## config.mk

```make
export PLATFORM = sky130hd
export DESIGN_NAME = card_apdu_transport_responder
export DESIGN_NICKNAME = d
export VERILOG_FILES = /design/src/hdl/apdu_pkg.sv /design/src/hdl/resp_fifo.sv /design/src/hdl/card_apdu_transport_responder.sv
export SDC_FILE = /design/constraint.sdc
export NUM_CORES = 1
export LEC_CHECK = 0
export ABC_AREA = 1
export BUFFER_PORTS_ARGS = -buffer_cell sky130_fd_sc_hd__buf_2
export CELL_PAD_IN_SITES_DETAIL_PLACEMENT = 1
export CELL_PAD_IN_SITES_GLOBAL_PLACEMENT = 1
export CORE_UTILIZATION = 49
export CTS_CLUSTER_SIZE = 24
export DETAILED_ROUTE_END_ITERATION = 8
export HOLD_SLACK_MARGIN = 0.12
export PLACE_DENSITY = 0.9
export SLEW_MARGIN = 20
export SYNTH_ARGS = -nofsm -noshare
export SYNTH_HDL_FRONTEND = slang
export SYNTH_SLANG_ARGS = --single-unit
```

## constraint.sdc

```tcl
create_clock -name core_clk -period 12.5 [get_ports core_clk]
set_input_delay 2.5 -clock core_clk [delete_from_list [all_inputs] [get_ports core_clk]]
set_output_delay 2.5 -clock core_clk [all_outputs]
set_load 0.01 [all_outputs]
```

## src/hdl/apdu_pkg.sv

```systemverilog
// constants, field layouts and types shared by the card transport responder
// ==========================================================================
package apdu_pkg;

  // ========================================================================
  // instruction codes
  localparam logic [7:0] INS_SELECT = 8'hA4;
  localparam logic [7:0] INS_READ = 8'hB0;
  localparam logic [7:0] INS_UPDATE = 8'hD6;
  localparam logic [7:0] INS_VERIFY = 8'h20;
  localparam logic [7:0] INS_GET_RESP = 8'hC0;

  // ========================================================================
  // parameter bytes accepted as valid
  localparam logic [7:0] P1_OK = 8'h00;
  localparam logic [7:0] P2_BINARY_OK = 8'h00;
  localparam logic [7:0] P2_SELECT_OK = 8'h04;
  localparam logic [7:0] P2_VERIFY_OK = 8'h01;

  // ========================================================================
  // status and procedure bytes
  localparam logic [7:0] SW1_OK = 8'h90;
  localparam logic [7:0] SW2_OK = 8'h00;
  localparam logic [7:0] SW1_BAD_PARAM = 8'h6A;
  localparam logic [7:0] SW2_BAD_PARAM = 8'h86;
  localparam logic [7:0] SW2_NOT_FOUND = 8'h82;
  localparam logic [7:0] SW1_FIX_LEN = 8'h6C;
  localparam logic [7:0] SW1_MORE = 8'h61;
  localparam logic [7:0] SW1_WARN = 8'h63;
  localparam logic [3:0] SW2_TRIES_HI = 4'hC;
  localparam logic [7:0] SW1_BAD_INS = 8'h6D;
  localparam logic [7:0] SW2_ZERO = 8'h00;
  localparam logic [7:0] SW1_REFUSED = 8'h69;
  localparam logic [7:0] SW2_NO_PENDING = 8'h85;
  localparam logic [7:0] SW2_BLOCKED = 8'h83;

  // ========================================================================
  // file, secret and buffer sizes
  localparam int FILE_WORDS = 16;
  localparam logic [7:0] FILE_LEN = 8'h0B;
  localparam logic [15:0] FILE_ID = 16'h6F7E;   // arbitrary value
  localparam logic [31:0] PIN_VALUE = 32'h31323334; // arbitrary value
  localparam logic [3:0] TRIES_MAX = 4'h3;
  localparam logic [7:0] FCP_LEN = 8'h04;
  localparam logic [7:0] FCP_TAG = 8'h62;
  localparam logic [7:0] FCP_INNER_LEN = 8'h02;
  localparam logic [7:0] FCP_SIZE_TAG = 8'h80;
  localparam int RESP_DEPTH = 8;

  // ========================================================================
  // byte carriers and controller states
  typedef struct packed {
    logic last; // end of information field (block protocol)
    logic [7:0] data; // byte value
  } cmd_byte_t;

  typedef struct packed {
    logic last; // final byte of the response unit
    logic [7:0] data; // byte value
  } resp_byte_t;

  typedef enum logic [3:0] {
    ST_HDR = 4'h0,
    ST_DECIDE = 4'h1,
    ST_RX = 4'h2,
    ST_DRAIN = 4'h3,
    ST_EXEC = 4'h4,
    ST_TX_ACK = 4'h5,
    ST_TX_DATA = 4'h6,
    ST_TX_SW1 = 4'h7,
    ST_TX_SW2 = 4'h8
  } state_t;

endpackage

```

## src/hdl/resp_fifo.sv

```systemverilog
// response byte fifo with valid and ready on both sides
`timescale 1ns/1ps
module resp_fifo #(
  parameter int WIDTH = 9,
  parameter int DEPTH = 8
) (
  input wire logic clk, // core clock
  input wire logic reset, // asynchronous, active high
  input wire logic in_valid, // producer offers a word
  output logic in_ready, // room for a word
  input wire logic [WIDTH-1:0] in_data, // word offered
  output logic out_valid, // a word is waiting
  input wire logic out_ready, // consumer takes it
  output logic [WIDTH-1:0] out_data // oldest word
);
  localparam int AW = $clog2(DEPTH);

  // ========================================================================
  // storage and pointers, one extra bit to tell full from empty
  logic [WIDTH-1:0] mem [DEPTH]; // word store
  logic [AW:0] wr_ptr; // write pointer
  logic [AW:0] rd_ptr; // read pointer
  logic [AW:0] next_wr_ptr; // next write pointer
  logic [AW:0] next_rd_ptr; // next read pointer
  logic full; // all entries used
  logic empty; // no entries used
  logic push; // word accepted
  logic pop; // word delivered

  // status and next pointers
  always_comb begin
    empty = (wr_ptr == rd_ptr);
    full = (wr_ptr[AW-1:0] == rd_ptr[AW-1:0]) && (wr_ptr[AW] != rd_ptr[AW]);
    in_ready = !full;
    out_valid = !empty;
    out_data = mem[rd_ptr[AW-1:0]];
    push = in_valid && !full;
    pop = out_ready && !empty;
    next_wr_ptr = push ? wr_ptr + 1'b1 : wr_ptr;
    next_rd_ptr = pop ? rd_ptr + 1'b1 : rd_ptr;
  end

  // pointer registers
  always_ff @(posedge clk or posedge reset) begin
    if (reset) begin
      wr_ptr <= '0;
      rd_ptr <= '0;
    end else begin
      wr_ptr <= next_wr_ptr;
      rd_ptr <= next_rd_ptr;
    end
  end

  // word store, no reset needed since empty hides it
  always_ff @(posedge clk) begin
    if (push) begin
      mem[wr_ptr[AW-1:0]] <= in_data;
    end
  end
endmodule

```

## src/hdl/card_apdu_transport_responder.sv

```systemverilog
// card side command interpreter for character and block transport
`timescale 1ns/1ps
module card_apdu_transport_responder (
  input wire logic core_clk, // 125 MHz core clock
  input wire logic reset, // asynchronous, active high
  input wire logic block_mode, // 1 = block protocol, 0 = character
  input wire logic cmd_valid, // terminal offers a command byte
  output logic cmd_ready, // byte is taken
  input apdu_pkg::cmd_byte_t cmd, // command byte and end marker
  output logic resp_valid, // response byte waiting
  input wire logic resp_ready, // terminal takes the byte
  output apdu_pkg::resp_byte_t resp, // response byte and end marker
  output logic [3:0] tries_left, // verification attempts left
  output logic pin_verified, // secret presented correctly
  output logic pending_resp // fetchable data is held
);

  // ========================================================================
  // controller state, each register beside its next value
  apdu_pkg::state_t state, next_state; // current step
  logic [2:0] idx, next_idx; // header byte index
  logic [7:0] ins, next_ins; // instruction
  logic [7:0] p1, next_p1; // first parameter
  logic [7:0] p2, next_p2; // second parameter
  logic [7:0] p3, next_p3; // length byte
  logic hdr_last, next_hdr_last; // information field ended in header
  logic [7:0] cnt, next_cnt; // bytes left to move
  logic [7:0] ptr, next_ptr; // byte offset in source
  logic [7:0] sw1, next_sw1; // first status byte
  logic [7:0] sw2, next_sw2; // second status byte
  logic ack, next_ack; // send instruction as acknowledge
  logic src_fcp, next_src_fcp; // data comes from control parameters
  logic decided, next_decided; // status fixed before draining input
  logic [7:0] pend_len, next_pend_len; // fetchable bytes left
  logic [7:0] pend_off, next_pend_off; // fetch offset
  logic [3:0] tries, next_tries; // attempts left
  logic verified, next_verified; // secret accepted
  logic [15:0] id_val, next_id_val; // file id collected
  logic [31:0] pin_val, next_pin_val; // secret collected

  // ========================================================================
  // file store, written by update and read by read
  logic [7:0] mem [apdu_pkg::FILE_WORDS]; // file bytes
  logic mem_we; // write strobe; address is ptr, data the command byte

  // ========================================================================
  // path into the response fifo
  logic push_valid; // byte offered to fifo
  logic push_ready; // fifo has room
  apdu_pkg::resp_byte_t push_data; // byte offered
  logic fire; // byte accepted by fifo
  logic take; // command byte accepted
  logic [7:0] le_read; // length served for read
  logic [7:0] le_fetch; // length served for fetch
  logic p2_ok; // second parameter valid for instruction

  // control parameter bytes of the one selectable file
  function automatic logic [7:0] fcp_byte(input logic [1:0] i);
    logic [7:0] b;
    case (i)
      2'h0: b = apdu_pkg::FCP_TAG;
      2'h1: b = apdu_pkg::FCP_INNER_LEN;
      2'h2: b = apdu_pkg::FCP_SIZE_TAG;
      default: b = apdu_pkg::FILE_LEN;
    endcase
    return b;
  endfunction

  // ========================================================================
  // fifo byte selection and handshakes
  always_comb begin
    cmd_ready = (state == apdu_pkg::ST_HDR) || (state == apdu_pkg::ST_RX) ||
                (state == apdu_pkg::ST_DRAIN);
    take = cmd_ready && cmd_valid;
    push_data.last = 1'b0;
    push_data.data = apdu_pkg::SW2_ZERO;
    push_valid = 1'b0;
    case (state)
      apdu_pkg::ST_TX_ACK: begin // acknowledge, only when asked for
        push_valid = ack;
        push_data.data = ins;
      end
      apdu_pkg::ST_TX_DATA: begin // data bytes from file or parameters
        push_valid = (cnt != 8'h00);
        push_data.data = src_fcp ? fcp_byte(ptr[1:0]) : mem[ptr[3:0]];
      end
      apdu_pkg::ST_TX_SW1: begin
        push_valid = 1'b1;
        push_data.data = sw1;
      end
      apdu_pkg::ST_TX_SW2: begin // closes the response unit
        push_valid = 1'b1;
        push_data.data = sw2;
        push_data.last = 1'b1;
      end
      default: push_valid = 1'b0; // idle states offer nothing
    endcase
    fire = push_valid && push_ready;
    // in block framing, zero or oversize requests are served the whole file
    le_read = ((p3 == 8'h00) || (p3 > apdu_pkg::FILE_LEN)) ? apdu_pkg::FILE_LEN : p3;
    le_fetch = ((p3 == 8'h00) || (p3 > pend_len)) ? pend_len : p3;
    case (ins)
      apdu_pkg::INS_SELECT: p2_ok = (p2 == apdu_pkg::P2_SELECT_OK);
      apdu_pkg::INS_VERIFY: p2_ok = (p2 == apdu_pkg::P2_VERIFY_OK);
      default: p2_ok = (p2 == apdu_pkg::P2_BINARY_OK);
    endcase
  end

  // ========================================================================
  // next values for the whole command sequence
  always_comb begin
    // every register holds unless a state below moves it
    next_state = state;
    next_tries = tries;
    {next_idx, next_ins, next_p1, next_p2, next_p3} = {idx, ins, p1, p2, p3};
    {next_hdr_last, next_cnt, next_ptr, next_sw1, next_sw2} = {hdr_last, cnt, ptr, sw1, sw2};
    {next_ack, next_src_fcp, next_decided, next_verified} = {ack, src_fcp, decided, verified};
    {next_pend_len, next_pend_off, next_id_val, next_pin_val} = {pend_len, pend_off, id_val, pin_val};
    mem_we = 1'b0;
    case (state)
      apdu_pkg::ST_HDR: begin // collect class, ins, p1, p2, length
        if (take) begin
          next_idx = idx + 3'h1;
          case (idx)
            3'h1: next_ins = cmd.data;
            3'h2: next_p1 = cmd.data;
            3'h3: next_p2 = cmd.data;
            3'h4: next_p3 = cmd.data;
            default: next_p3 = 8'h00; // class byte, length not yet seen
          endcase
          // block unit may end after p2: a case 1 command
          if ((idx == 3'h4) || (block_mode && cmd.last)) begin
            next_state = apdu_pkg::ST_DECIDE;
            next_hdr_last = block_mode && cmd.last;
            next_idx = 3'h0;
          end
        end
      end
      apdu_pkg::ST_DECIDE: begin // judge the header
        next_state = apdu_pkg::ST_TX_ACK;
        next_ack = 1'b0;
        next_cnt = 8'h00;
        next_ptr = 8'h00;
        next_src_fcp = 1'b0;
        next_decided = 1'b0;
        next_sw1 = apdu_pkg::SW1_OK;
        next_sw2 = apdu_pkg::SW2_OK;
        // any command but a fetch throws the held data away
        if (ins != apdu_pkg::INS_GET_RESP) begin
          next_pend_len = 8'h00;
        end
        if ((p1 != apdu_pkg::P1_OK) || !p2_ok) begin
          // parameters refused whatever the length byte
          next_sw1 = apdu_pkg::SW1_BAD_PARAM;
          next_sw2 = apdu_pkg::SW2_BAD_PARAM;
          if (block_mode && !hdr_last) begin // body still arriving
            next_decided = 1'b1;
            next_state = apdu_pkg::ST_DRAIN;
          end
        end else begin
          case (ins)
            apdu_pkg::INS_READ: begin
              if (block_mode) begin // data then status in one unit
                next_cnt = le_read;
              end else if (p3 == apdu_pkg::FILE_LEN) begin
                // acknowledge, data, normal ending
                next_ack = 1'b1;
                next_cnt = apdu_pkg::FILE_LEN;
              end else if (le_read == apdu_pkg::FILE_LEN) begin
                // length unusable: tell the terminal the real one
                next_sw1 = apdu_pkg::SW1_FIX_LEN;
                next_sw2 = apdu_pkg::FILE_LEN;
              end else begin // shorter read served as asked
                next_ack = 1'b1;
                next_cnt = p3;
              end
            end
            apdu_pkg::INS_GET_RESP: begin
              if (pend_len == 8'h00) begin // nothing to fetch
                next_sw1 = apdu_pkg::SW1_REFUSED;
                next_sw2 = apdu_pkg::SW2_NO_PENDING;
              end else if (!block_mode && (p3 > pend_len)) begin
                // terminal overshot the announced length
                next_sw1 = apdu_pkg::SW1_FIX_LEN;
                next_sw2 = pend_len;
              end else begin
                next_ack = !block_mode;
                next_src_fcp = 1'b1;
                next_cnt = le_fetch;
                next_ptr = pend_off;
                next_pend_off = pend_off + le_fetch;
                next_pend_len = pend_len - le_fetch;
                if (pend_len != le_fetch) begin // more remains held
                  next_sw1 = apdu_pkg::SW1_MORE;
                  next_sw2 = pend_len - le_fetch;
                end
              end
            end
            apdu_pkg::INS_UPDATE, apdu_pkg::INS_SELECT, apdu_pkg::INS_VERIFY: begin
              if ((ins == apdu_pkg::INS_VERIFY) && ((p3 == 8'h00) || hdr_last)) begin
                // empty check: report attempts left, status only
                next_sw1 = apdu_pkg::SW1_WARN;
                next_sw2 = {apdu_pkg::SW2_TRIES_HI, tries};
                next_decided = 1'b1;
                next_state = (block_mode && !hdr_last) ? apdu_pkg::ST_DRAIN : apdu_pkg::ST_TX_ACK;
              end else if (block_mode) begin // body follows directly
                next_cnt = p3;
                next_state = apdu_pkg::ST_RX;
              end else begin // acknowledge, then body
                next_ack = 1'b1;
                next_cnt = p3;
                next_state = apdu_pkg::ST_TX_ACK;
              end
            end
            default: begin // unknown instruction
              next_sw1 = apdu_pkg::SW1_BAD_INS;
              next_sw2 = apdu_pkg::SW2_ZERO;
              if (block_mode && !hdr_last) begin
                next_decided = 1'b1;
                next_state = apdu_pkg::ST_DRAIN;
              end
            end
          endcase
        end
      end
      apdu_pkg::ST_RX: begin // take the command body
        if (cnt == 8'h00) begin
          next_state = apdu_pkg::ST_EXEC;
        end else if (take) begin
          next_cnt = cnt - 8'h01;
          next_ptr = ptr + 8'h01;
          next_id_val = {id_val[7:0], cmd.data};
          next_pin_val = {pin_val[23:0], cmd.data};
          // bytes past the store are dropped, not wrapped
          mem_we = (ins == apdu_pkg::INS_UPDATE) && (ptr[7:4] == 4'h0);
          if (cnt == 8'h01) begin
            // a trailing length byte may still sit in the block
            next_state = (block_mode && !cmd.last) ? apdu_pkg::ST_DRAIN : apdu_pkg::ST_EXEC;
          end
        end
      end
      apdu_pkg::ST_DRAIN: begin // discard rest of information field
        if (take && cmd.last) begin
          next_state = decided ? apdu_pkg::ST_TX_ACK : apdu_pkg::ST_EXEC;
        end
      end
      apdu_pkg::ST_EXEC: begin // act on the received body
        next_state = apdu_pkg::ST_TX_ACK;
        next_ack = 1'b0;
        next_cnt = 8'h00;
        next_ptr = 8'h00;
        next_sw1 = apdu_pkg::SW1_OK;
        next_sw2 = apdu_pkg::SW2_OK;
        case (ins)
          apdu_pkg::INS_SELECT: begin
            if (id_val != apdu_pkg::FILE_ID) begin
              // failed case 4: error pair only, never normal ending
              next_sw1 = apdu_pkg::SW1_BAD_PARAM;
              next_sw2 = apdu_pkg::SW2_NOT_FOUND;
            end else if (block_mode) begin
              // parameters and normal ending in the same unit
              next_src_fcp = 1'b1;
              next_cnt = apdu_pkg::FCP_LEN;
            end else begin
              // announce the fetchable length and hold it
              next_sw1 = apdu_pkg::SW1_MORE;
              next_sw2 = apdu_pkg::FCP_LEN;
              next_pend_len = apdu_pkg::FCP_LEN;
              next_pend_off = 8'h00;
            end
          end
          apdu_pkg::INS_VERIFY: begin
            if (tries == 4'h0) begin // locked out
              next_sw1 = apdu_pkg::SW1_REFUSED;
              next_sw2 = apdu_pkg::SW2_BLOCKED;
            end else if (pin_val == apdu_pkg::PIN_VALUE) begin
              next_tries = apdu_pkg::TRIES_MAX;
              next_verified = 1'b1;
            end else begin // wrong secret costs an attempt
              next_tries = tries - 4'h1;
              next_verified = 1'b0;
              next_sw1 = apdu_pkg::SW1_WARN;
              next_sw2 = {apdu_pkg::SW2_TRIES_HI, tries - 4'h1};
            end
          end
          default: begin // update: status only either way
            next_sw1 = apdu_pkg::SW1_OK;
          end
        endcase
      end
      apdu_pkg::ST_TX_ACK: begin // optional acknowledge byte
        if (!ack || fire) begin
          // character write: acknowledge then collect the body
          if (ack && (ins != apdu_pkg::INS_READ) && (ins != apdu_pkg::INS_GET_RESP)) begin
            next_state = apdu_pkg::ST_RX;
            next_ptr = 8'h00;
          end else begin
            next_state = apdu_pkg::ST_TX_DATA;
          end
          next_ack = 1'b0;
        end
      end
      apdu_pkg::ST_TX_DATA: begin // data bytes, back-pressured by fifo
        if (cnt == 8'h00) begin
          next_state = apdu_pkg::ST_TX_SW1;
        end else if (fire) begin
          next_cnt = cnt - 8'h01;
          next_ptr = ptr + 8'h01;
        end
      end
      apdu_pkg::ST_TX_SW1: begin
        if (fire) begin
          next_state = apdu_pkg::ST_TX_SW2;
        end
      end
      apdu_pkg::ST_TX_SW2: begin
        // a corrected length expects the same header again
        if (fire) begin
          next_state = apdu_pkg::ST_HDR;
        end
      end
      default: next_state = apdu_pkg::ST_HDR; // unused codes recover
    endcase
  end

  // ========================================================================
  // state registers; the attempt count comes out of reset full
  always_ff @(posedge core_clk or posedge reset) begin
    if (reset) begin
      state <= apdu_pkg::ST_HDR;
      tries <= apdu_pkg::TRIES_MAX;
      {idx, ins, p1, p2, p3, hdr_last, cnt, ptr, sw1, sw2} <= '0;
      {ack, src_fcp, decided, verified, pend_len, pend_off, id_val, pin_val} <= '0;
    end else begin
      state <= next_state;
      tries <= next_tries;
      {idx, ins, p1, p2, p3} <= {next_idx, next_ins, next_p1, next_p2, next_p3};
      {hdr_last, cnt, ptr, sw1, sw2} <= {next_hdr_last, next_cnt, next_ptr, next_sw1, next_sw2};
      {ack, src_fcp, decided, verified} <= {next_ack, next_src_fcp, next_decided, next_verified};
      {pend_len, pend_off, id_val, pin_val} <= {next_pend_len, next_pend_off, next_id_val, next_pin_val};
    end
  end

  // file store write port; contents are zero after reset
  always_ff @(posedge core_clk or posedge reset) begin
    if (reset) begin
      for (int i = 0; i < apdu_pkg::FILE_WORDS; i++) begin
        mem[i] <= 8'h00;
      end
    end else if (mem_we) begin
      mem[ptr[3:0]] <= cmd.data;
    end
  end

  // ========================================================================
  // response buffer; a stalled terminal stalls the controller
  resp_fifo #(.WIDTH($bits(apdu_pkg::resp_byte_t)), .DEPTH(apdu_pkg::RESP_DEPTH)) resp_fifo_inst (
    .clk(core_clk), .reset(reset), .in_valid(push_valid), .in_ready(push_ready), .in_data(push_data),
    .out_valid(resp_valid), .out_ready(resp_ready), .out_data(resp)
  );

  // tries_left and pin_verified straight from registers, pending_resp decoded from pend_len
  assign tries_left = tries;
  assign pin_verified = verified;
  assign pending_resp = (pend_len != 8'h00);
endmodule

```

==> results of run 1 <==
-- power by group --
part	total, mW	switching, mW	internal [mW]
clock network	1.09	0.460	0.632
registers	1.52	0.203	1.32
logic	2.11	1.49	0.620
-- sequential cells by signal (all words and copies together) (netlist names), 15 cells and up --
signal and flops:
id_val 15, mem 128, pin_val 17, resp_fifo_inst.mem 72
-- critical path, cell delays in order (launching register included) --
cell     delay (ns)
dfrtp_2        0.65
inv_1          0.82
o21ai_0        0.20
o22ai_1        0.20
nor2_1         0.07
a31oi_1        0.19
buf_2          0.16
-- synth_stat cells (all sizes together) (2+ instances only) --
cell | count | share of area, %
a211oi | 2 | 0.088
a21oi | 68 | 2.0
a221oi | 4 | 0.21
a22o | 4 | 0.21
a22oi | 13 | 0.57
a31oi | 16 | 0.59
buf | 28 | 1.1
clkbuf | 63 | 1.4
clkinv | 2 | 0.044
dfrtp | 260 | 38
dfstp | 2 | 0.31
edfxtp | 72 | 13
fa | 2 | 0.24
ha | 40 | 2.9
inv | 177 | 3.9
mux2 | 2 | 0.13
nand2 | 433 | 9.7
nand3 | 57 | 2.4
nand4 | 36 | 1.4
nor2 | 241 | 5.8
nor3 | 18 | 0.53
nor3b | 2 | 0.088
nor4 | 8 | 0.38
o2111ai | 7 | 0.36
o211ai | 8 | 0.38
o21ai | 346 | 10
o22ai | 63 | 2.3
o31ai | 2 | 0.088
or2 | 4 | 0.15
xnor2 | 5 | 0.26
xor2 | 11 | 0.57
-- area by class of cell --
cell class,count,area share [%]
flip-flops and latches,334,47.0
inverters,179,3.66
well taps,448,3.02
repair buffers,40,1.23
multi-input cells,1404,38.7
clock inverters,10,0.661
clock buffers,58,5.74
-- placed cells by master (no fill, tap or decap), drive strengths merged, types with 2 or more instances in the layout --
master	n
edfxtp	72
o21ai	346
buf	40
nand4	36
a221oi	4
a22oi	13
a22o	4
nand2	433
a211oi	2
xnor2	5
inv	180
or2	4
bufinv	2
o2111ai	7
o31ai	2
o22ai	63
o211ai	8
fa	2
a21oi	68
xor2	11
nand3	57
nor3b	2
a31oi	16
dfrtp	260
nor2	241
clkinv	7
dfstp	2
nor4	8
mux2	2
nor3	18
clkbuf	58
ha	40
-- per-stage QoR --
step           utilization, %  hold WS, ns  cells
2_1_floorplan               -        0.448   2008
3_3_place_gp             51.3        0.461   2405
3_5_place_dp             51.3        0.468   2405
4_1_cts                  54.8        0.483   2473
5_1_grt                  54.8        0.506   2473
6_report                 54.8        0.482   2473
-- layer usage --
| metal | track usage, % | share of wire [%] |
|---|---|---|
| met5 | 0 | 0 |
| met4 | 13.9 | 4.6 |
| met3 | 4.19 | 5.1 |
| met2 | 52.3 | 48 |
| met1 | 39.8 | 42 |
-- kinds of logic (layout without fill, tap and decap cells) --
family | count (synthesis) | count (layout) | synth area share [%]
adders and majority gates | 42 | 42 | 3.18
muxes | 2 | 2 | 0.132
xor gates and xnor gates | 16 | 16 | 0.824
and+or+nand+nor | 802 | 802 | 20.6
DFF | 334 | 334 | 51.3
buffers and inverters | 270 | 287 | 6.48
AOI/OAI and AO/OA | 542 | 542 | 17.5
-- path summary, 6_finish.rpt --
path / endpoint / cells past startpoint
setup / recovery: resp[7] / 6
hold / removal: mem[108] / 2
setup reg to reg: sw2[5] / 19
hold reg to reg: mem[108] / 2
max in group asynchronous: resp_fifo_inst.rd_ptr[0] / 3
min in group asynchronous: pin_val[17] / 2
==> parameters.txt, run 1 <==
Parameter                              Value

Outcome
  Run status ... completed

CTS
  Clk Latency, worst-skew pair ... 0.55 ns
  Clock buffers created by TritonCTS ... 37
  CTS tree ... yes
  Number of levels the H-tree was split into ... 2
  CTS Buffer Depth ... 3
  Number of buffers added to fix hold violations after cts ... 0
  Post-cts sizing count ... 0
  Clock transition at path regs ... 0.06 ns
  Root Driver ... clkbuf_16
  # clock sinks ... 334
  Setup Buffers After CTS ... 0

Drt
  Routed wire per std cell ... 21.7 um
  First-pass DRT Iterations ... 5
  Per-cell via count in the routed design ... around 6.0
  DR vias ... about 15000
  Routed wire length ... 53.7 mm
  Remaining routing DRC violations ... 0
  Number of nets still failing antenna checks after routing ... 0
  First DRT Iteration DRCs ... 1374

Global routing
  Wire length of the first global-routing pass ... 86.6 mm
  Maximum number of pins on one net before global-route repair ... 105
  Vias in the first global route ... about 16000
  Initial antenna violation count ... 0
  Overall Global Routing Usage ... 31.0%
  Remaining global-route overflow ... 0

Finish
  Count of nets after finishing ... just over 2000
  Count of filler cells inserted in the layout ... 4043
  Final design instance area without fill ... ~0.019 mm2
  Multi-input logic area ... 0.00718 mm2
  Number of antenna repair diodes ... 0
  Synthesis-to-layout area growth ... 9.17%
  Share of layout cells above drive strength 1 ... a little under 8%
  Sequential cell area ... 0.00872 mm2

Worst setup path
  Kind of end point of the critical path ... primary output
  Required time at the worst-slack endpoint ... approximately 10 ns
  Arr. time, crit path ... 2.84 ns
  Class of the most critical setup path ... flip-flop to primary output
  Startpoint of the most critical setup path ... resp_fifo_inst.rd_ptr[0]
  Setup slack, reg-to-reg ... 8.17 ns
  Reg2Reg Launch Point ... pend_len[5]
  Worst-path fanout max ... 39
  Category of the worst setup path launch point ... flip-flop

Logic synthesis
  Area of the mapped netlist ... 0.0170 mm2
  Most used flip-flop cell after synthesis ... dfrtp_1
  Average cell area after synthesis ... 8.47 um2
  Synthesized instance count ... 2008
  Post-synth EDFFs ... 72
  Sequential element share of the synthesized area ... 51.3%
  Synthesized net count ... between 2000 and 2500
  Number of distinct library cell variants in the gate-level netlist after synthesis ... 59
  Fraction of registers with async set/reset ... 78.4%
  Number of flip-flops and latches in the synthesized netlist ... 334
  Syn. warnings ... 0

Place
  IO Port Bufs ... 30
  Gpl congestion ... 0.965
  DP Wirelength ... around 36 mm
  Placed Area ... between 0.015 and 0.02 mm2
  Dpl ws ... 7.22 ns

Pwr
  PD cells ... 254 mW/mm2
  VDD IR-drop max ... between 0.15 and 0.2 mV
  Final Total Pwr ... 4.72 mW
  Static leakage ... 8.29 nW

Timing
  Final Worst Setup Slack ... 7.16 ns
  Clock Skews ... 0.0233 ns
  Transition time at the pin with the least slew margin ... 1.15 ns
  Final count of negative-setup-slack endpoints ... 0
  Highest achievable clock rate ... 187 MHz
  Min Tclk post-route ... 5.34 ns
  Max-slew violation count ... 0
  Setup total negative slack ... 0 ns
  Remaining max-slew budget at the tightest pin ... a little under a quarter
  Post-route fraction of the period consumed by the critical path ... between 40% and 50%
  Unrepaired setup endpoints after global routing ... false
  Hold Vio Cnt, Final ... 0

Die
  I/O Pins ... 31
  Die width ... ~190 um
  Die Ht ... 188 um
  Total die area ... 0.0354 mm2
  Starting Density ... between 50% and 60%
  Core area ... 0.0339 mm2
  Cell row count ... 67

Hold path
  Hold/Removal Path Class ... flip-flop to flip-flop
  Source of the worst hold timing path ... mem[108]

Flow run
  Max-Cap Viols ... 0
Power figures use the tool's default switching activity.
==> run 2, diff against run 1 <==
--- a/config.mk
+++ b/config.mk
@@ -9,11 +9,11 @@
 export BUFFER_PORTS_ARGS = -buffer_cell sky130_fd_sc_hd__buf_2
 export CELL_PAD_IN_SITES_DETAIL_PLACEMENT = 1
 export CELL_PAD_IN_SITES_GLOBAL_PLACEMENT = 1
-export CORE_UTILIZATION = 49
+export CORE_UTILIZATION = 44
 export CTS_CLUSTER_SIZE = 24
 export DETAILED_ROUTE_END_ITERATION = 8
 export HOLD_SLACK_MARGIN = 0.12
-export PLACE_DENSITY = 0.9
+export PLACE_DENSITY = 0.85
 export SLEW_MARGIN = 20
 export SYNTH_ARGS = -nofsm -noshare
 export SYNTH_HDL_FRONTEND = slang
==> constraint.sdc (replaced) <==
create_clock -name core_clk -period 4.8 [get_ports core_clk]
set_input_delay 0.96 -clock core_clk [delete_from_list [all_inputs] [get_ports core_clk]]
set_output_delay 0.96 -clock core_clk [all_outputs]
set_load 0.01 [all_outputs]
==> run 2 against run 1 <==
Largest cell class unchanged. Hold slack worse by 0.0014 ns. Critical path depth rose by 19. Final cell count up 2.8%. Utilization is 5.0 points lower. Setup slack got worse by 6.5 ns. Clock-buffer cell count down 2. Flip-flop and latch count stayed put. Clock skew down 0.0031 ns. Highest routed layer unchanged. Clock power rose to 2.9 times the previous value. Via count is 1.6% lower. Final area is 1.6% higher. Largest power group unchanged.
==> parameters.txt, run 2 (synthesis results as in run 1) <==
Parameter                              Value

Outcome
  Run status ... completed

Timing
  Hold Worst Slack ... 0.481 ns (-0.00143 ns)
  Transition time at the pin with the least slew margin ... 1.08 ns (-0.0621 ns)
  Post-route fraction of the period consumed by the critical path ... 85.6%
  Unrepaired setup endpoints after global routing ... false
  Hold Vio Cnt, Final ... 0 (unchanged)
  Final count of negative-setup-slack endpoints ... 0 (unchanged)
  Remaining max-slew budget at the tightest pin ... 27.5% (+4.7 points)
  Setup total negative slack ... 0 ns (unchanged)
  Clock Skews ... 0.0202 ns (-0.00313 ns)
  Min Tclk post-route ... 4.11 ns
  Max-slew violation count ... 0 (unchanged)
  Highest achievable clock rate ... 243 MHz

Worst setup path
  Kind of end point of the critical path ... flip-flop
  Worst stage delay on the critical path ... 0.57 ns (-0.25 ns)
  Reg-to-reg endpoint ... pend_off[6]
  Setup slack, reg-to-reg ... 0.69 ns (-7.48 ns)
  Slowest stage cell, crit path ... o21ai_0
  Number of cells traversed by the worst register-to-register path ... 25 (+6)
  Cell class contributing the biggest share of worst-path delay ... simple AND/OR/NAND/NOR gates
  Most common cell on crit path ... nand2_1
  Class of the most critical setup path ... flip-flop to flip-flop
  Reg2Reg Launch Point ... pend_len[7]
  CP bufs+invs ... 5 (+3)
  Required time at the worst-slack endpoint ... 5.25 ns (-4.75 ns)
  Startpoint of the most critical setup path ... pend_len[7]
  Arr. time, crit path ... 4.56 ns (+1.72 ns)
  Worst-path fanout max ... 16 (-59%)
  Category of the worst setup path launch point ... flip-flop

Drt
  Routed wire per std cell ... 20.9 um (-3.7%)
  Remaining routing DRC violations ... 0 (unchanged)
  First-pass DRT Iterations ... 6 (+1)
  DR vias ... 14636 (-1.6%)
  First DRT Iteration DRCs ... 1102 (-20%)
  Per-cell via count in the routed design ... 5.76 (-4.3%)
  Routed wire length ... 53.1 mm (-0.99%)
  Number of nets still failing antenna checks after routing ... 0 (unchanged)

Die
  Core area ... 0.0378 mm2 (+12%)
  Die Ht ... 199 um (+5.5%)
  Starting Density ... 44.9% (-5.3 points)
  Cell row count ... 71 (+6.0%)
  Die width ... 199 um (+5.5%)
  I/O Pins ... 31 (unchanged)
  Total die area ... 0.0394 mm2 (+11%)

CTS
  # clock sinks ... 334 (unchanged)
  Number of levels the H-tree was split into ... 2 (unchanged)
  Setup Buffers After CTS ... 0 (unchanged)
  Clock buffers created by TritonCTS ... 39 (+5.4%)
  Clock transition at path regs ... 0.06 ns (about the same)
  Root Driver ... clkbuf_16
  CTS tree ... yes
  Clk Latency, worst-skew pair ... 0.57 ns (+0.02 ns)
  Number of buffers added to fix hold violations after cts ... 0 (unchanged)
  CTS Buffer Depth ... 3 (unchanged)
  Post-cts sizing count ... 0 (unchanged)

Pwr
  Internal Power ... 6.97 mW (+170%)
  Switching fraction of total power ... 44.2% (-1.4 points)
  Switching power ... 5.52 mW (+160%)
  Static leakage ... 8.39 nW (+1.3%)
  Sequential fraction of design power ... 31.0% (-1.2 points)
  VDD IR-drop max ... 0.322 mV (+77%)
  Clk pwr share ... 25.3% (+2.2 points)
  Comb power frac ... 43.7% (-1.0 points)
  PD cells ... 663 mW/mm2 (+160%)

Global routing
  Remaining global-route overflow ... 0 (unchanged)
  Wire length of the first global-routing pass ... 85.8 mm (-0.89%)
  Vias in the first global route ... 15462 (-2.0%)
  Overall Global Routing Usage ... 28.1% (-2.9 points)
  Maximum number of pins on one net before global-route repair ... 116 (+10%)
  Initial antenna violation count ... 0 (unchanged)

Finish
  Share of layout cells above drive strength 1 ... 8.46% (+0.71 points)
  Count of nets after finishing ... 2057 (+0.24%)
  Number of flip-flops under the largest register name ... 128 (unchanged)
  Count of filler cells inserted in the layout ... 4509 (+12%)
  Synthesis-to-layout area growth ... 10.9%
  Reg with most FFs ... mem
  Number of antenna repair diodes ... 0 (unchanged)
  Most common library cell in the layout ignoring fill and taps ... nand2_1
  Leading cell types in the layout, fill and taps excluded ... nand2_1 (424), o21ai_0 (288), dfrtp_1 (259)
  Utilization after layout ... 49.8% (-5.0 points)

Place
  IO Port Bufs ... 30 (unchanged)
  DP Wirelength ... 36.4 mm (about the same)
  Gpl congestion ... 0.941 (-2.4%)

Hold path
  Hold Path Depth ... 2 (unchanged)
  Hold EP ... mem[108]
  Hold/Removal Path Class ... flip-flop to flip-flop
  Source of the worst hold timing path ... mem[108]

Flow run
  Max-Cap Viols ... 0 (unchanged)
run 2: per-stage QoR:
step                instances  worst slack (ns)  power, mW  area, um2
floorplan                2008             0.386       7.68      17000
global placement         2471             0.935       9.02      17500
detailed placement       2471             0.746       9.27      17500
CTS                      2543             0.715       12.5      18900
global route             2543             0.151       13.3      18900
finish                   2543             0.690       12.5      18900
run 2: power groups by stage:
stage          sequential, mW  clock [mW]  combinational [mW]
2_1_floorplan            3.74           0                3.93
3_3_place_gp             3.88           0                5.14
3_5_place_dp             3.91           0                5.36
4_1_cts                  3.86        3.21                5.42
5_1_grt                  3.92        3.30                6.12
6_report                 3.87        3.16                5.46
run 2: metal layers:
| metal | track usage [%] | vias to the layer above | wire, um |
|---|---|---|---|
| met2 | 46.3 | 411 | 25200 |
| met3 | 4.46 | 128 | 2880 |
| met5 | 0 | - | 0 |
| met1 | 36.2 | 7311 | 22900 |
| met4 | 13.0 | 0 | 2210 |
| li1 | - | 6786 | - |
run 2: tightest hold or removal path, stage by stage (launching register included):
cell and delay (ns):
dfrtp_1 0.34, nand2_1 0.05, o21ai_0 0.06
run 2: how the worst max path moves through the flow:
stage / endpoint / depth (start not counted) / slack (ns)
final: pend_off[6] / 25 / 0.69
after global routing: sw2[5] / 21 / 0.15
after CTS: pend_off[6] / 25 / 0.71
after detailed placement: sw2[5] / 18 / 0.75
after global placement: sw2[5] / 21 / 0.93
after floorplan: ack / 1 / 0.39
run 2: final cells by class:
class / count / area (um2) / share of cell area, %
sequential: 334 / 8720 / 46.3
multi-input combinational: 1404 / 7180 / 38.1
clock buffer: 56 / 1160 / 6.16
inverter: 179 / 676 / 3.58
tap: 511 / 639 / 3.39
timing repair buffer: 43 / 260 / 1.38
clock inverter: 16 / 213 / 1.13
==> run 3, diff against run 2 <==
--- a/config.mk
+++ b/config.mk
@@ -5,15 +5,15 @@
 export SDC_FILE = /design/constraint.sdc
 export NUM_CORES = 1
 export LEC_CHECK = 0
-export ABC_AREA = 1
 export BUFFER_PORTS_ARGS = -buffer_cell sky130_fd_sc_hd__buf_2
 export CELL_PAD_IN_SITES_DETAIL_PLACEMENT = 1
 export CELL_PAD_IN_SITES_GLOBAL_PLACEMENT = 1
-export CORE_UTILIZATION = 44
+export CORE_UTILIZATION = 47
 export CTS_CLUSTER_SIZE = 24
 export DETAILED_ROUTE_END_ITERATION = 8
 export HOLD_SLACK_MARGIN = 0.12
 export PLACE_DENSITY = 0.85
+export RECOVER_POWER = 50
 export SLEW_MARGIN = 20
 export SYNTH_ARGS = -nofsm -noshare
 export SYNTH_HDL_FRONTEND = slang
==> run 3 against run 2 <==
The run now ends with max-capacitance violations, max-slew violations left. Final cell count decreased by 27%. Sequential power increased by 4%. Utilization increased by 3.7 points. Sequential share of layout area increased by 0.42 points. Synthesized cell count decreased by 33%. Highest routed layer is now met5. Largest cell class unchanged. Clock skew increased by 0.0082 ns. First-iteration DRC count decreased by 20%. Combinational power decreased by 19%.
==> parameters.txt, run 3 <==
Parameter                              Value

Place
  DP Wirelength ... 32.1 mm (-12%)
  IO Port Bufs ... 30 (unchanged)
  Dpl ws ... 0.263 ns (-0.483 ns)
  Gpl congestion ... 0.935 (-0.65%)

Global routing
  Overall Global Routing Usage ... 27.4% (-0.74 points)
  Met1 Resource Use GR ... 34.8% (-1.5 points)
  Wire length of the first global-routing pass ... 76.0 mm (-11%)
  Met2 Usage GRT ... 46.5% (+0.21 points)
  Maximum number of pins on one net before global-route repair ... 114 (-1.7%)
  Busiest grt layer ... met2
  Vias in the first global route ... 12918 (-16%)
  GR Layer Usage met3 ... 4.85% (+0.39 points)
  Initial antenna violation count ... 2 (+2)
  Remaining global-route overflow ... 0 (unchanged)

CTS
  CTS tree ... yes
  Clk Latency, worst-skew pair ... 0.55 ns (-0.02 ns)
  Root Driver ... clkbuf_16
  # clock sinks ... 334 (unchanged)
  Clock transition at path regs ... 0.06 ns (about the same)
  CTS Buffer Depth ... 3 (unchanged)
  Number of levels the H-tree was split into ... 2 (unchanged)
  Clock buffers created by TritonCTS ... 37 (-5.1%)

Pwr
  PD cells ... 603 mW/mm2 (-9.0%)
  Static leakage ... 7.95 nW (-5.2%)
  Clk pwr share ... 25.0% (-0.3 points)
  Switching fraction of total power ... 40.1% (-4.2 points)
  Sequential fraction of design power ... 35.7% (+4.7 points)
  Internal Power ... 6.75 mW (-3.1%)
  VDD IR-drop max ... 0.499 mV (+55%)
  Switching power ... 4.51 mW (-18%)
  Comb power frac ... 39.3% (-4.4 points)

Logic synthesis
  Number of distinct library cell variants in the gate-level netlist after synthesis ... 77 (+31%)
  Area of the mapped netlist ... 0.0168 mm2 (-1.2%)
  Share of the synthesized area in the top cell type ... 38.7% (+0.45 points)
  Number of flip-flops and latches in the synthesized netlist ... 334 (unchanged)
  Average cell area after synthesis ... 12.4 um2 (+47%)
  Post-synth EDFFs ... 72 (unchanged)
  Sequential element share of the synthesized area ... 51.9% (+0.60 points)
  Cell with the most instances after synthesis ... dfrtp_1
  Area leader, netlist ... dfrtp_1
  Cell types with the highest counts after synthesis ... dfrtp_1 (260), mux2_2 (196), nand2_1 (115)
  Fraction of registers with async set/reset ... 78.4% (unchanged)
  Syn. warnings ... 0 (unchanged)
  Synthesized net count ... 1409 (-32%)
  Most used flip-flop cell after synthesis ... dfrtp_1
  Synthesized instance count ... 1353 (-33%)
  Cells taking the most area after synthesis ... dfrtp_1 (39%), mux2_2 (13%), edfxtp_1 (13%)

Timing
  Max-slew violation count ... 251 (+251)
  Hold Vio Cnt, Final ... 0 (unchanged)
  Final count of negative-setup-slack endpoints ... 0 (unchanged)
  Setup total negative slack ... 0 ns (unchanged)
  Remaining max-slew budget at the tightest pin ... -91.0% (-120 points)
  Final Worst Setup Slack ... 0.358 ns (-0.331 ns)
  Post-route fraction of the period consumed by the critical path ... 92.5% (+6.9 points)
  Transition time at the pin with the least slew margin ... 2.87 ns (+1.78 ns)
  Min Tclk post-route ... 4.44 ns (+0.331 ns)
  Unrepaired setup endpoints after global routing ... false
  Clock Skews ... 0.0284 ns (+0.00816 ns)
  Highest achievable clock rate ... 225 MHz (-7.5%)

Finish
  Sequential cell area ... 0.00872 mm2 (unchanged)
  Share of layout cells above drive strength 1 ... 28.5% (+20 points)
  Reg with most FFs ... mem
  Synthesis-to-layout area growth ... 11.2%
  Count of nets after finishing ... 1432 (-30%)
  Multi-input logic area ... 0.00765 mm2 (+6.6%)
  Count of filler cells inserted in the layout ... 3568 (-21%)
  Most common library cell in the layout ignoring fill and taps ... dfrtp_1
  Leading cell types in the layout, fill and taps excluded ... dfrtp_1 (259), mux2_2 (195), nand2_1 (115)
  Number of flip-flops under the largest register name ... 128 (unchanged)

Worst setup path
  Kind of end point of the critical path ... flip-flop
  Required time at the worst-slack endpoint ... 5.18 ns (-0.07 ns)
  Worst-path fanout max ... 13 (-3)
  List of cells traversed by the critical path ... inv_1 > ha_1 > nand4_1 > nor2_1 > nor2b_1 > nor3_4 > buf_4 > nand2_1 > o21ai_0 > inv_1 > ha_1 > nand3_1 > a21oi_1 > a211oi_2 > o21ai_0 > nand4b_1 > o311ai_0 > a211oi_1 > o211ai_1
  Arr. time, crit path ... 4.82 ns (+0.26 ns)
  Worst stage delay on the critical path ... 0.50 ns (-0.07 ns)
  Number of cells traversed by the worst register-to-register path ... 19 (-24%)
  Reg-to-reg endpoint ... sw2[7]
  Class of the most critical setup path ... flip-flop to flip-flop
  Reg2Reg Launch Point ... pend_len[7]
  Setup slack, reg-to-reg ... 0.36 ns (-0.33 ns)
  Category of the worst setup path launch point ... flip-flop
  Slowest stage cell, crit path ... dfrtp_1
  Cell class contributing the biggest share of worst-path delay ... compound AO/OA/AOI/OAI gates
  CP bufs+invs ... 3 (-2)

Hold path
  Hold/Removal Path Class ... flip-flop to flip-flop
  Hold Path Depth ... 1 (-1)
  Source of the worst hold timing path ... resp_fifo_inst.wr_ptr[3]
  Hold EP ... resp_fifo_inst.wr_ptr[3]

Die
  Die width ... 191 um (-3.8%)
  Total die area ... 0.0365 mm2 (-7.4%)
  Core area ... 0.0349 mm2 (-7.8%)
  Cell row count ... 68 (-4.2%)
  Die Ht ... 191 um (-3.8%)
  I/O Pins ... 31 (unchanged)
  Starting Density ... 48.2% (+3.2 points)

Drt
  First-pass DRT Iterations ... 6 (unchanged)
  Per-cell via count in the routed design ... 6.35 (+10%)
  Routed wire per std cell ... 25.8 um (+23%)
  Routed wire length ... 47.9 mm (-9.8%)
  Remaining routing DRC violations ... 0 (unchanged)
  First DRT Iteration DRCs ... 887 (-20%)
  DR vias ... 11808 (-19%)
  Number of nets still failing antenna checks after routing ... 0 (unchanged)

Flow run
  Max-Cap Viols ... 4 (+4)

Outcome
  Violated checks ... max-capacitance violations, max-slew violations
  Run status ... complete, but fails checks
run 3: cell types whose count changed in the layout (fill, tap and decap cells not counted), sizes merged, moves of 11 or more:
cell   before  now
o31ai       2   13
nand2     433  115
nor2      241   67
o22ai      63    2
nor3       18   29
a21oi      68   46
nand3      57   22
nand4      36   10
mux2        2  197
inv       177   39
o21ai     346   86
mux4        0   58
run 3: how the worst max path moves through the flow:
stage / start / end / cells after the start
after floorplan: reset / ack / 1
after global placement: pend_len[7] / sw2[7] / 19
after detailed placement: pend_len[7] / sw2[7] / 19
after CTS: pend_len[7] / sw2[7] / 19
after global routing: pend_len[7] / sw2[7] / 19
final: pend_len[7] / sw2[7] / 19
run 3: cell families (layout without fill, tap and decap cells):
family / Yosys count / after routing / synth area share (%)
flops: 334 / 334 / 51.9
simple gates: 328 / 328 / 10.1
mux: 265 / 265 / 21.6
compound gates: 242 / 242 / 9.29
buf+inv: 119 / 170 / 2.70
fa+ha+maj: 42 / 42 / 3.22
xor+xnor: 23 / 23 / 1.20
other cells: 0 / 1 / 0
run 3: cell type report:
class	count	share of cell area, %
multi-input cells	900	41.0
clock inverters	12	0.723
flip-flops and latches	334	46.7
clock buffers	55	5.75
repair buffers	63	2.02
diodes	1	0.0134
inverters	40	0.810
well taps	455	3.05
run 3: repair_timing:
item / CTS / global route
endpoints found under the hold margin: 0 / 0
resized for setup: 0 / 3
hold buffers: 0 / 0
setup endpoints to repair: 0 / 2
setup buffers: 0 / 0
run 3: per-layer routing:
metal	up-vias	wire, um
met5	-	12
met4	2	1730
met3	122	2780
met2	409	24100
met1	6150	19300
li1	5125	-
run 3: per-stage QoR:
stage	std cells	area (um2)	hold slack (ns)	utilization [%]	total power, mW
after global routing	1859	18700	0.511	53.6	11.9
final	1860	18700	0.493	53.6	11.3
after CTS	1859	18700	0.438	53.7	11.2
after global placement	1792	17500	0.468	50.3	8.11
after floorplan	1353	16800	0.449	-	6.99
after detailed placement	1792	17500	0.484	50.3	8.35
run 3: power by group through the flow:
stage	sequential (mW)	combinational (mW)	clock, mW
3_5_place_dp	4.05	4.30	0
3_3_place_gp	4.00	4.11	0
2_1_floorplan	3.69	3.29	0
6_report	4.02	4.43	2.81
5_1_grt	4.09	4.83	2.96
4_1_cts	4.02	4.37	2.85
